File: src/scfg_pkg.sv
// ****************************************************************
// System configuration constants
// ****************************************************************
package scfg_pkg;
   // Register byte addresses on the 24-bit peripheral address
   localparam logic [23:0] MOD_CONFIG_ADDR = 24'hFF_F910;
   localparam logic [23:0] MOD_STATUS_ADDR = 24'hFF_F914;
   localparam logic [23:0] SOFT_RST_ADDR   = 24'hFF_F918;

   // Module config field positions
   localparam int CFG_EXT_IO_BIT  = 0;
   localparam int CFG_PLL_OE_BIT  = 1;
   localparam int CFG_MAIN_OE_BIT = 2;
   localparam int CFG_SLOW_OE_BIT = 3;
   localparam int CFG_MISC_SR_BIT = 5;
   localparam int CFG_MEM_SR_BIT  = 6;
   // Writable bits of module config, reserved bits read zero
   localparam logic [7:0] CFG_WR_MASK = 8'h6F;
   localparam logic [7:0] CFG_RESET   = 8'h00;

   // Module status field positions
   localparam int STAT_FBUSY_BIT  = 3;
   localparam int STAT_DFBUSY_BIT = 4;
   localparam int STAT_WD_BIT     = 6;
   localparam int STAT_ISP_BIT    = 7;

   // Soft reset key values
   localparam logic [7:0] KEY_FIRST = 8'hE1;
   localparam logic [7:0] KEY_ENTER = 8'h3E;
   localparam logic [7:0] KEY_LEAVE = 8'h0E;
   // Second write must come within this many cycles
   localparam logic [6:0] KEY_WINDOW_CYC = 7'h7F;
   // Boot region value meaning undefined
   localparam logic [3:0] BOOT_UNDEF = 4'hF;

   // Peripheral address windows
   localparam logic [23:0] PER0_LO = 24'h0E_F000;
   localparam logic [23:0] PER0_HI = 24'h0E_F1FF;
   localparam logic [23:0] PER1_LO = 24'hFF_0000;
   localparam logic [23:0] PER1_HI = 24'hFF_FBFF;
   localparam logic [23:0] IOZ_LO  = 24'hFF_FB00;
   localparam logic [23:0] IOZ_HI  = 24'hFF_FBFF;
   // Fixed peripheral access timing
   localparam logic [2:0] PER_WAIT_CYC = 3'h1;
   localparam logic [1:0] PER_HOLD_CYC = 2'h0;
   localparam logic       PER_PRE_IDLE = 1'b1;

   // Soft reset key sequencer states
   typedef enum logic [1:0] {
      KEY_IDLE  = 2'b00,
      KEY_ARMED = 2'b01,
      KEY_WAIT  = 2'b10
   } scfg_key_state_t;
endpackage

File: src/scfg_system_config.sv
// The address-and-strobe port was chosen for this implementation.
`timescale 1ns/100ps
// Summary of operation
// Peripheral access: one wait, one preidle, no hold
// I/O zone timing comes from its config
// Software writes config only in active mode
// Config bit 0 enables I/O zone external bus; here only while internalRomEnv is high
// Config bit 1 drives PLL clock on pin 0
// Config bit 2 drives main clock on pin 1
// Config bit 3 drives slow clock on pin 2
// Config bit 5 sets misc pin slew
// Config bit 6 sets memory pin slew
// Status 2:0 hold straps sampled at reset
// Status 3 mirrors flash busy
// Software starts no flash op while busy
// Status 4 mirrors data flash busy
// Software polls buffer full when data busy
// Status 6 watchdog flag, write one clears
// Status 7 set by programming mode reset
// Enter key honoured only when conditions hold
// E1h then 3Eh resets into programming mode
// Later resets stay in programming mode
// E1h then 0Eh resets out unconditionally
// Leave key cancels latched programming mode
// Soft reset waits while flash busy
// Bad or late second write abandons sequence
module scfg_system_config (
   input  wire logic        core_clk,
   input  wire logic        reset_n,
   // Register port
   input  wire logic [23:0] regAddr,
   input  wire logic [7:0]  regWrData,
   input  wire logic        regWrStb,
   input  wire logic        regRdStb,
   output logic      [7:0]  regRdData_ff,
   // Strap and clock pins
   input  wire logic [2:0]  strapPinsIn,
   output logic      [2:0]  strapPinsOut_ff,
   output logic      [2:0]  strapPinsOe_ff,
   input  wire logic        pllClkIn,
   input  wire logic        mainClkIn,
   input  wire logic        slowClkIn,
   // Pad slew controls, high means slow
   output logic             miscIoSlowSlew_ff,
   output logic             memIoSlowSlew_ff,
   // Flash and watchdog status
   input  wire logic        flashCtrlBusy,
   input  wire logic        dataFlashBusy,
   input  wire logic        watchdogResetEvt,
   // Programming mode conditions
   input  wire logic        internalRomEnv,
   input  wire logic        externalRomEnv,
   input  wire logic [3:0]  bootRegionSize,
   input  wire logic        progCodePresent,
   // Soft reset outputs
   output logic             softResetReq_ff,
   output logic             progModeLatched_ff,
   // CPU access timing
   input  wire logic        cpuAccValid,
   input  wire logic [23:0] cpuAccAddr,
   input  wire logic [2:0]  ioZoneWait,
   input  wire logic [1:0]  ioZoneHold,
   input  wire logic        ioZonePreIdle,
   output logic             accPeriph_ff,
   output logic             accIoZone_ff,
   output logic      [2:0]  accWait_ff,
   output logic      [1:0]  accHold_ff,
   output logic             accPreIdle_ff,
   output logic             ioZoneExtBus_ff
);

   // ****************************************************************
   // Helpers
   // ****************************************************************
   // Inclusive address window test
   function automatic logic inWin(input logic [23:0] a,
                                  input logic [23:0] lo,
                                  input logic [23:0] hi);
      inWin = (a >= lo) && (a <= hi);
   endfunction

   // ****************************************************************
   // Reset synchroniser
   // ****************************************************************
   logic rstMeta_ff;  // First stage, read only by second
   logic rstSyncN;    // Released reset for the design

   // Release reset in step with the clock
   always_ff @(posedge core_clk or negedge reset_n) begin
      if (!reset_n) begin
         rstMeta_ff <= 1'b0;
         rstSyncN   <= 1'b0;
      end else begin
         rstMeta_ff <= 1'b1;
         rstSyncN   <= rstMeta_ff;
      end
   end

   // ****************************************************************
   // Register decode
   // ****************************************************************
   logic       cfgWr;       // Write to module config
   logic       statWr;      // Write to module status
   logic       keyWr;       // Write to soft reset key
   logic [7:0] cfg_ff;      // Module config contents
   logic [2:0] strapState_ff;
   logic       strapDone_ff;
   logic       fBusy_ff;    // Flash busy copy
   logic       dfBusy_ff;   // Data flash busy copy
   logic       wdFlag_ff;   // Watchdog reset flag
   logic       ispFlag_ff;  // Programming mode reset flag
   logic [7:0] status;      // Assembled status byte

   assign cfgWr  = regWrStb && (regAddr == scfg_pkg::MOD_CONFIG_ADDR);
   assign statWr = regWrStb && (regAddr == scfg_pkg::MOD_STATUS_ADDR);
   assign keyWr  = regWrStb && (regAddr == scfg_pkg::SOFT_RST_ADDR);

   // ****************************************************************
   // Module config register
   // ****************************************************************
   // Held across power modes; only the register port writes it
   always_ff @(posedge core_clk or negedge rstSyncN) begin
      if (!rstSyncN) begin
         cfg_ff <= scfg_pkg::CFG_RESET;
      end else if (cfgWr) begin
         // Reserved bits stay zero
         cfg_ff <= regWrData & scfg_pkg::CFG_WR_MASK;
      end
   end

   // Pin drivers follow config one cycle later
   always_ff @(posedge core_clk or negedge rstSyncN) begin
      if (!rstSyncN) begin
         strapPinsOe_ff    <= 3'h0;
         strapPinsOut_ff   <= 3'h0;
         miscIoSlowSlew_ff <= 1'b0;
         memIoSlowSlew_ff  <= 1'b0;
      end else begin
         strapPinsOe_ff[0] <= cfg_ff[scfg_pkg::CFG_PLL_OE_BIT];
         strapPinsOe_ff[1] <= cfg_ff[scfg_pkg::CFG_MAIN_OE_BIT];
         strapPinsOe_ff[2] <= cfg_ff[scfg_pkg::CFG_SLOW_OE_BIT];
         // Clocks are resampled; enough for observation outputs
         strapPinsOut_ff   <= {slowClkIn, mainClkIn, pllClkIn};
         miscIoSlowSlew_ff <= cfg_ff[scfg_pkg::CFG_MISC_SR_BIT];
         memIoSlowSlew_ff  <= cfg_ff[scfg_pkg::CFG_MEM_SR_BIT];
      end
   end

   // ****************************************************************
   // Strap capture
   // ****************************************************************
   // Sampled once on the first clock after release, then frozen;
   // drivers are off then since config resets to zero
   always_ff @(posedge core_clk or negedge rstSyncN) begin
      if (!rstSyncN) begin
         strapDone_ff  <= 1'b0;
         strapState_ff <= 3'h0;
      end else if (!strapDone_ff) begin
         strapDone_ff  <= 1'b1;
         strapState_ff <= strapPinsIn;
      end
   end

   // ****************************************************************
   // Flash busy copies
   // ****************************************************************
   always_ff @(posedge core_clk or negedge rstSyncN) begin
      if (!rstSyncN) begin
         fBusy_ff  <= 1'b0;
         dfBusy_ff <= 1'b0;
      end else begin
         fBusy_ff  <= flashCtrlBusy;
         dfBusy_ff <= dataFlashBusy;
      end
   end

   // ****************************************************************
   // Watchdog reset flag
   // ****************************************************************
   // Event wins over a clearing write in the same cycle
   always_ff @(posedge core_clk or negedge rstSyncN) begin
      if (!rstSyncN) begin
         wdFlag_ff <= 1'b0;
      end else if (watchdogResetEvt) begin
         wdFlag_ff <= 1'b1;
      end else if (statWr && regWrData[scfg_pkg::STAT_WD_BIT]) begin
         wdFlag_ff <= 1'b0;
      end
   end

   // ****************************************************************
   // Soft reset key sequencer
   // ****************************************************************
   scfg_pkg::scfg_key_state_t keyState_ff; // Sequencer state
   logic [6:0] keyCnt_ff;    // Cycles since first key
   logic       enterOk;      // Entry conditions all met
   logic       inWindow;     // Second key still in time

   assign enterOk = (internalRomEnv || externalRomEnv)
                 && (bootRegionSize != scfg_pkg::BOOT_UNDEF)
                 && progCodePresent;
   assign inWindow = (keyCnt_ff <= scfg_pkg::KEY_WINDOW_CYC);

   // State and window counter
   always_ff @(posedge core_clk or negedge rstSyncN) begin
      if (!rstSyncN) begin
         keyState_ff <= scfg_pkg::KEY_IDLE;
         keyCnt_ff   <= 7'h00;
      end else begin
         unique case (keyState_ff)
            scfg_pkg::KEY_IDLE: begin
               // Only the first key arms the sequence
               if (keyWr && regWrData == scfg_pkg::KEY_FIRST) begin
                  keyState_ff <= scfg_pkg::KEY_ARMED;
                  keyCnt_ff   <= 7'h01;
               end
            end
            scfg_pkg::KEY_ARMED: begin
               if (keyWr) begin
                  if (regWrData == scfg_pkg::KEY_LEAVE) begin
                     keyState_ff <= scfg_pkg::KEY_WAIT;
                  end else if (regWrData == scfg_pkg::KEY_ENTER
                               && enterOk) begin
                     keyState_ff <= scfg_pkg::KEY_WAIT;
                  end else begin
                     // Wrong key or unmet conditions
                     keyState_ff <= scfg_pkg::KEY_IDLE;
                  end
               end else if (keyCnt_ff == scfg_pkg::KEY_WINDOW_CYC) begin
                  // Window expired without a second key
                  keyState_ff <= scfg_pkg::KEY_IDLE;
               end else begin
                  keyCnt_ff <= keyCnt_ff + 7'h01;
               end
            end
            scfg_pkg::KEY_WAIT: begin
               // Hold the reset back until flash is quiet
               if (!(fBusy_ff || dfBusy_ff)) begin
                  keyState_ff <= scfg_pkg::KEY_IDLE;
               end
            end
            default: begin
               keyState_ff <= scfg_pkg::KEY_IDLE;
            end
         endcase
      end
   end

   logic keyAccept; // Valid second key this cycle
   logic keyEnter;  // Accepted enter sequence
   logic keyLeave;  // Accepted leave sequence

   assign keyAccept = keyWr && (keyState_ff == scfg_pkg::KEY_ARMED)
                   && inWindow;
   assign keyEnter  = keyAccept && enterOk
                   && (regWrData == scfg_pkg::KEY_ENTER);
   assign keyLeave  = keyAccept && (regWrData == scfg_pkg::KEY_LEAVE);

   // Reset request pulse, issued once flash has finished
   always_ff @(posedge core_clk or negedge rstSyncN) begin
      if (!rstSyncN) begin
         softResetReq_ff <= 1'b0;
      end else begin
         softResetReq_ff <= (keyState_ff == scfg_pkg::KEY_WAIT)
                         && !(fBusy_ff || dfBusy_ff);
      end
   end

   // Programming mode latch and flag; only the leave key or a power-on
   // or external reset on reset_n clears them, so they survive soft resets
   always_ff @(posedge core_clk or negedge rstSyncN) begin
      if (!rstSyncN) begin
         progModeLatched_ff <= 1'b0;
         ispFlag_ff         <= 1'b0;
      end else if (keyEnter) begin
         progModeLatched_ff <= 1'b1;
         ispFlag_ff         <= 1'b1;
      end else if (keyLeave) begin
         progModeLatched_ff <= 1'b0;
         ispFlag_ff         <= 1'b0;
      end
   end

   // ****************************************************************
   // Read path
   // ****************************************************************
   always_comb begin
      status = 8'h00;
      status[2:0] = strapState_ff;
      status[scfg_pkg::STAT_FBUSY_BIT]  = fBusy_ff;
      status[scfg_pkg::STAT_DFBUSY_BIT] = dfBusy_ff;
      status[scfg_pkg::STAT_WD_BIT]     = wdFlag_ff;
      status[scfg_pkg::STAT_ISP_BIT]    = ispFlag_ff;
   end

   // Read data in the cycle after the strobe, zero otherwise
   always_ff @(posedge core_clk or negedge rstSyncN) begin
      if (!rstSyncN) begin
         regRdData_ff <= 8'h00;
      end else if (regRdStb && regAddr == scfg_pkg::MOD_CONFIG_ADDR) begin
         regRdData_ff <= cfg_ff;
      end else if (regRdStb && regAddr == scfg_pkg::MOD_STATUS_ADDR) begin
         regRdData_ff <= status;
      end else begin
         // Key register is write only; unmapped reads zero
         regRdData_ff <= 8'h00;
      end
   end

   // ****************************************************************
   // CPU access timing
   // ****************************************************************
   logic isIoZone;  // Address in I/O zone
   logic isPeriph;  // Address in fixed timing window

   assign isIoZone = inWin(cpuAccAddr, scfg_pkg::IOZ_LO, scfg_pkg::IOZ_HI);
   assign isPeriph = inWin(cpuAccAddr, scfg_pkg::PER0_LO, scfg_pkg::PER0_HI)
                  || inWin(cpuAccAddr, scfg_pkg::PER1_LO, scfg_pkg::PER1_HI);

   // Timing answer one cycle after the access address
   always_ff @(posedge core_clk or negedge rstSyncN) begin
      if (!rstSyncN) begin
         accPeriph_ff    <= 1'b0;
         accIoZone_ff    <= 1'b0;
         accWait_ff      <= 3'h0;
         accHold_ff      <= 2'h0;
         accPreIdle_ff   <= 1'b0;
         ioZoneExtBus_ff <= 1'b0;
      end else begin
         accPeriph_ff    <= cpuAccValid && isPeriph;
         accIoZone_ff    <= cpuAccValid && isIoZone;
         ioZoneExtBus_ff <= cpuAccValid && isIoZone && internalRomEnv
                         && cfg_ff[scfg_pkg::CFG_EXT_IO_BIT];
         if (cpuAccValid && isIoZone) begin
            accWait_ff    <= ioZoneWait;
            accHold_ff    <= ioZoneHold;
            accPreIdle_ff <= ioZonePreIdle;
         end else if (cpuAccValid && isPeriph) begin
            accWait_ff    <= scfg_pkg::PER_WAIT_CYC;
            accHold_ff    <= scfg_pkg::PER_HOLD_CYC;
            accPreIdle_ff <= scfg_pkg::PER_PRE_IDLE;
         end else begin
            accWait_ff    <= 3'h0;
            accHold_ff    <= 2'h0;
            accPreIdle_ff <= 1'b0;
         end
      end
   end
endmodule

File: config.mk
export PLATFORM = sky130hd
export DESIGN_NAME = scfg_system_config
export DESIGN_NICKNAME = d
export VERILOG_FILES = /design/src/scfg_pkg.sv /design/src/scfg_system_config.sv
export SDC_FILE = /design/constraint.sdc
export NUM_CORES = 1
export LEC_CHECK = 0
export BUFFER_PORTS_ARGS = -buffer_cell sky130_fd_sc_hd__buf_2
export CAP_MARGIN = 30
export CORE_AREA = 4 4 78 80
export DETAILED_ROUTE_END_ITERATION = 7
export DIE_AREA = 0 0 82 84
export PLACE_DENSITY = 0.66
export SLEW_MARGIN = 5
export SYNTH_ARGS = -nofsm -noshare
export SYNTH_HDL_FRONTEND = slang
export SYNTH_SLANG_ARGS = --single-unit
File: constraint.sdc
create_clock -name core_clk -period 4.5 [get_ports core_clk]
set_input_delay 0.45 -clock core_clk [delete_from_list [all_inputs] [get_ports core_clk]]
set_output_delay 0.45 -clock core_clk [all_outputs]
set_load 0.005 [all_outputs]
==> key figures <==
Setup path
  • Largest fanout of any net on the critical path: 6
  • Critical path class: input port to flop
  • Worst endpoint data arrival time: around 2.3 ns
  • Critical path endpoint category: flop
  • Critical Path Slowest Stage Cell: or4b_4
  • Required time at the endpoint of the critical path: between 4 and 5 ns
  • Crit-path max cell delay: 0.54 ns
  • Critical Path, Cell by Cell: buf_2 > or4b_4 > nor4_2 > and4b_1 > nand2_2 > mux2_4
  • Kind of start point of the critical path: input port

Power
  • Leakage component of the power: about 1.5 nW
  • Pwr Density: around 310 nW/um^2
  • Post-layout total power: 893 uW
  • Maximum VDD drop: ~140 uV

Clock tree
  • Number of levels in the clock H-tree: 2
  • Number of buffers added by the clock tree synthesis step: 5
  • Number of buffers on the longest clock path: 2
  • TritonCTS clock tree: done
  • Clock root buffer: clkbuf_8
  • Number of sinks handled by clock tree synthesis: roughly 50
  • Post-CTS setup buffer count: 0
  • Clock input transition at the sequential cells of the worst setup and hold paths: around 0.090 ns
  • Insertion delay to the later sink of the worst-skew pair: around 0.30 ns

Route
  • Remaining number of nets flagged by the antenna check after routing: 0
  • Number of DRC markers after the initial detailed-route iteration: between 40 and 50
  • Post-DR wirelength/cell: about 14 um
  • Routed vias: roughly 1800
  • TritonRoute pass-1 iters: 4
  • Number of vias per cell after detailed routing: approximately 5.0
  • DRC viols: 0
  • Wire length reported by the detailed router: between 5 and 6 mm

Global routing
  • Number of global-route vias before repair: approximately 1800
  • Global-route congestion overflow total: 0
  • Wire length of the first global-routing pass: 8.11 mm
  • Combined global-route utilization of all metal layers: 0.152
  • Antenna violations before repair: 0
  • Largest net degree at the start of global routing: 29

Cells and area
  • Share of final-layout standard cells stronger than drive strength 1: 0.457
  • Number of antenna diodes: 0
  • Net count of the finished layout: approximately 370
  • Filler instances: ~510
  • Footprint of the multi-input gates: between 800 and 900 um^2
  • Area growth from synthesis to layout: 36.2%
  • Seq. cell area: between 1000 and 1500 um^2

Floorplanning
  • Number of top-level pins: 110
  • Height of the die: about 84 um
  • Core footprint: roughly 5400 um^2
  • Total die area: around 6900 um^2
  • Initial standard-cell utilization of the core: 0.388
  • Floorplan die width: just over 80 um
  • Row count: 27

Outcome
  • Outcome: finished, final reports clean

Synth
  • Library cell occupying the most area in the post-synthesis netlist: dfrtp_1
  • Number of distinct standard cells referenced by the synthesized netlist: 44
  • Leading post-synthesis cells by instance count: dfrtp_1 (51), nor2_1 (14), nor3_1 (10)
  • Post-synthesis cell count: about 170
  • Mean area per synthesized cell: between 10 and 15 um^2
  • Most numerous cell in the Yosys netlist: dfrtp_1
  • EDFF count, synth: 0
  • Primary flip-flop cell chosen by synthesis mapping: dfrtp_1
  • Warning count from the yosys run: 0
  • Share of the yosys chip area belonging to registers: 0.609
  • Flip-flop and latch count after synthesis: between 50 and 60
  • Leading cell types by total area after synthesis: dfrtp_1 (61%), mux2_2 (3.8%), nor2_1 (2.5%)
  • Top-area cell type share of the netlist area: 0.609
  • Mapped Area: 2100 um^2
  • Post-synthesis async set-or-reset flop share: 1.00

STA
  • Final Hold Vio Count: 0
  • Relative slew slack: 0.345
  • Setup TNS: 0 ns
  • Min Clock Period, post-route: 2.13 ns
  • Worst Hold Margin: 0.237 ns
  • Max-slew violations: 0
  • Slew at the pin closest to its max-slew limit: roughly 0.98 ns
  • Maximum operating frequency: 469 MHz
  • Setup repair after global routing missed its margin: false
  • Fraction of the cycle the final worst path needs: 0.474
  • Clock Skew: 0.00947 ns
  • Final setup violation count: 0

Placed design
  • # port buffers: between 100 and 150
  • HPWL after detailed placement: ~4.1 mm
  • Final weighted congestion in routability-driven placement: between 0.8 and 0.9

Min path
  • Hold Path Class: flop to async pin

Flow run
  • Count of maximum capacitance violations: 0
placed cells by master (no fill, tap or decap), types with 2 or more instances in the layout:
cell         n
buf_2      101
dfrtp_1     50
nor2_1      14
nor3_1      10
nand2_1      7
mux2_2       7
nand3_1      6
nand4_1      6
and3_1       6
a22oi_1      5
o21ai_0      5
a31oi_1      5
clkbuf_8     5
and4_1       4
and2_1       4
a21o_1       3
a21oi_1      3
nand4b_1     2
nor3b_1      2
inv_1        2
nor2b_1      2
or4b_1       2
mux2_4       2
bufinv_16    2
conb_1       2
path summary, 6_finish.rpt:
check | to | depth (start not counted) | slack, ns | start
max | cfg_ff[3] | 6 | 2.37 | regAddr[6]
min | keyState_ff[0] | 0 | 0.24 | rstSyncN
max reg2reg | ispFlag_ff | 5 | 2.46 | keyState_ff[1]
min reg2reg | keyState_ff[0] | 0 | 0.24 | rstSyncN
max in group asynchronous | regRdData_ff[6] | 1 | 3.75 | rstSyncN
min in group core_clk | dfBusy_ff | 1 | 0.25 | dataFlashBusy
stage by stage:
| step | util | setup WS [ns] | std cells | cell area, um^2 |
|---|---|---|---|---|
| 2_1_floorplan | - | 2.31 | 172 | 2100 |
| 3_3_place_gp | 0.498 | 2.05 | 344 | 2690 |
| 3_5_place_dp | 0.502 | 2.04 | 345 | 2710 |
| 4_1_cts | 0.528 | 2.37 | 354 | 2860 |
| 5_1_grt | 0.528 | 2.30 | 354 | 2860 |
| 6_report | 0.528 | 2.37 | 354 | 2860 |
worst max-delay path, delay by kind of cell:
family	cells	cell delay (ns)
and+or+nand+nor	4	1.43
buffers and inverters	1	0.09
muxes	1	0.35
layer usage:
metal | global-route usage | vias to the layer above | share of wire
met4 | 0.0589 | 0 | 0.021
li1 | - | 859 | -
met2 | 0.252 | 80 | 0.49
met1 | 0.187 | 821 | 0.41
met5 | 0 | - | 0
met3 | 0.0367 | 9 | 0.081
flip-flops by register name, indices dropped and copies added (netlist names), 2 cells and up:
| signal | count |
|---|---|
| accHold_ff | 2 |
| accWait_ff | 3 |
| cfg_ff | 6 |
| keyCnt_ff | 7 |
| keyState_ff | 2 |
| regRdData_ff | 8 |
| strapPinsOe_ff | 3 |
| strapPinsOut_ff | 3 |
| strapState_ff | 3 |
report_power, final:
part           switching (mW)  internal (mW)
clock network           0.142          0.222
logic                  0.0251         0.0333
registers             0.00700          0.464
total                   0.174          0.720
timing repair:
action,4_1_cts,5_1_grt
hold buffers,1,0
hold endpoints to repair,2,0
resized for setup,0,0
logic make-up (layout without fill, tap and decap cells):
| logic type | after synthesis | after routing | synth area share |
|---|---|---|---|
| fa+ha+maj | 1 | 1 | 0.00597 |
| mux | 9 | 9 | 0.0519 |
| other cells | 1 | 2 | 0.00179 |
| simple gates | 80 | 80 | 0.242 |
| buf+inv | 3 | 113 | 0.00537 |
| flops | 51 | 51 | 0.609 |
| compound gates | 26 | 26 | 0.0847 |
final cells by class:
class                           count  area share
Inverter                            2     0.00263
Multi-Input combinational cell    118       0.285
Sequential cell                    51       0.447
Tap cell                           72      0.0315
Timing Repair Buffer              103       0.187
Clock inverter                      2      0.0210
Clock buffer                        6      0.0254
Note: power is estimated with default switching activity, not from simulation.
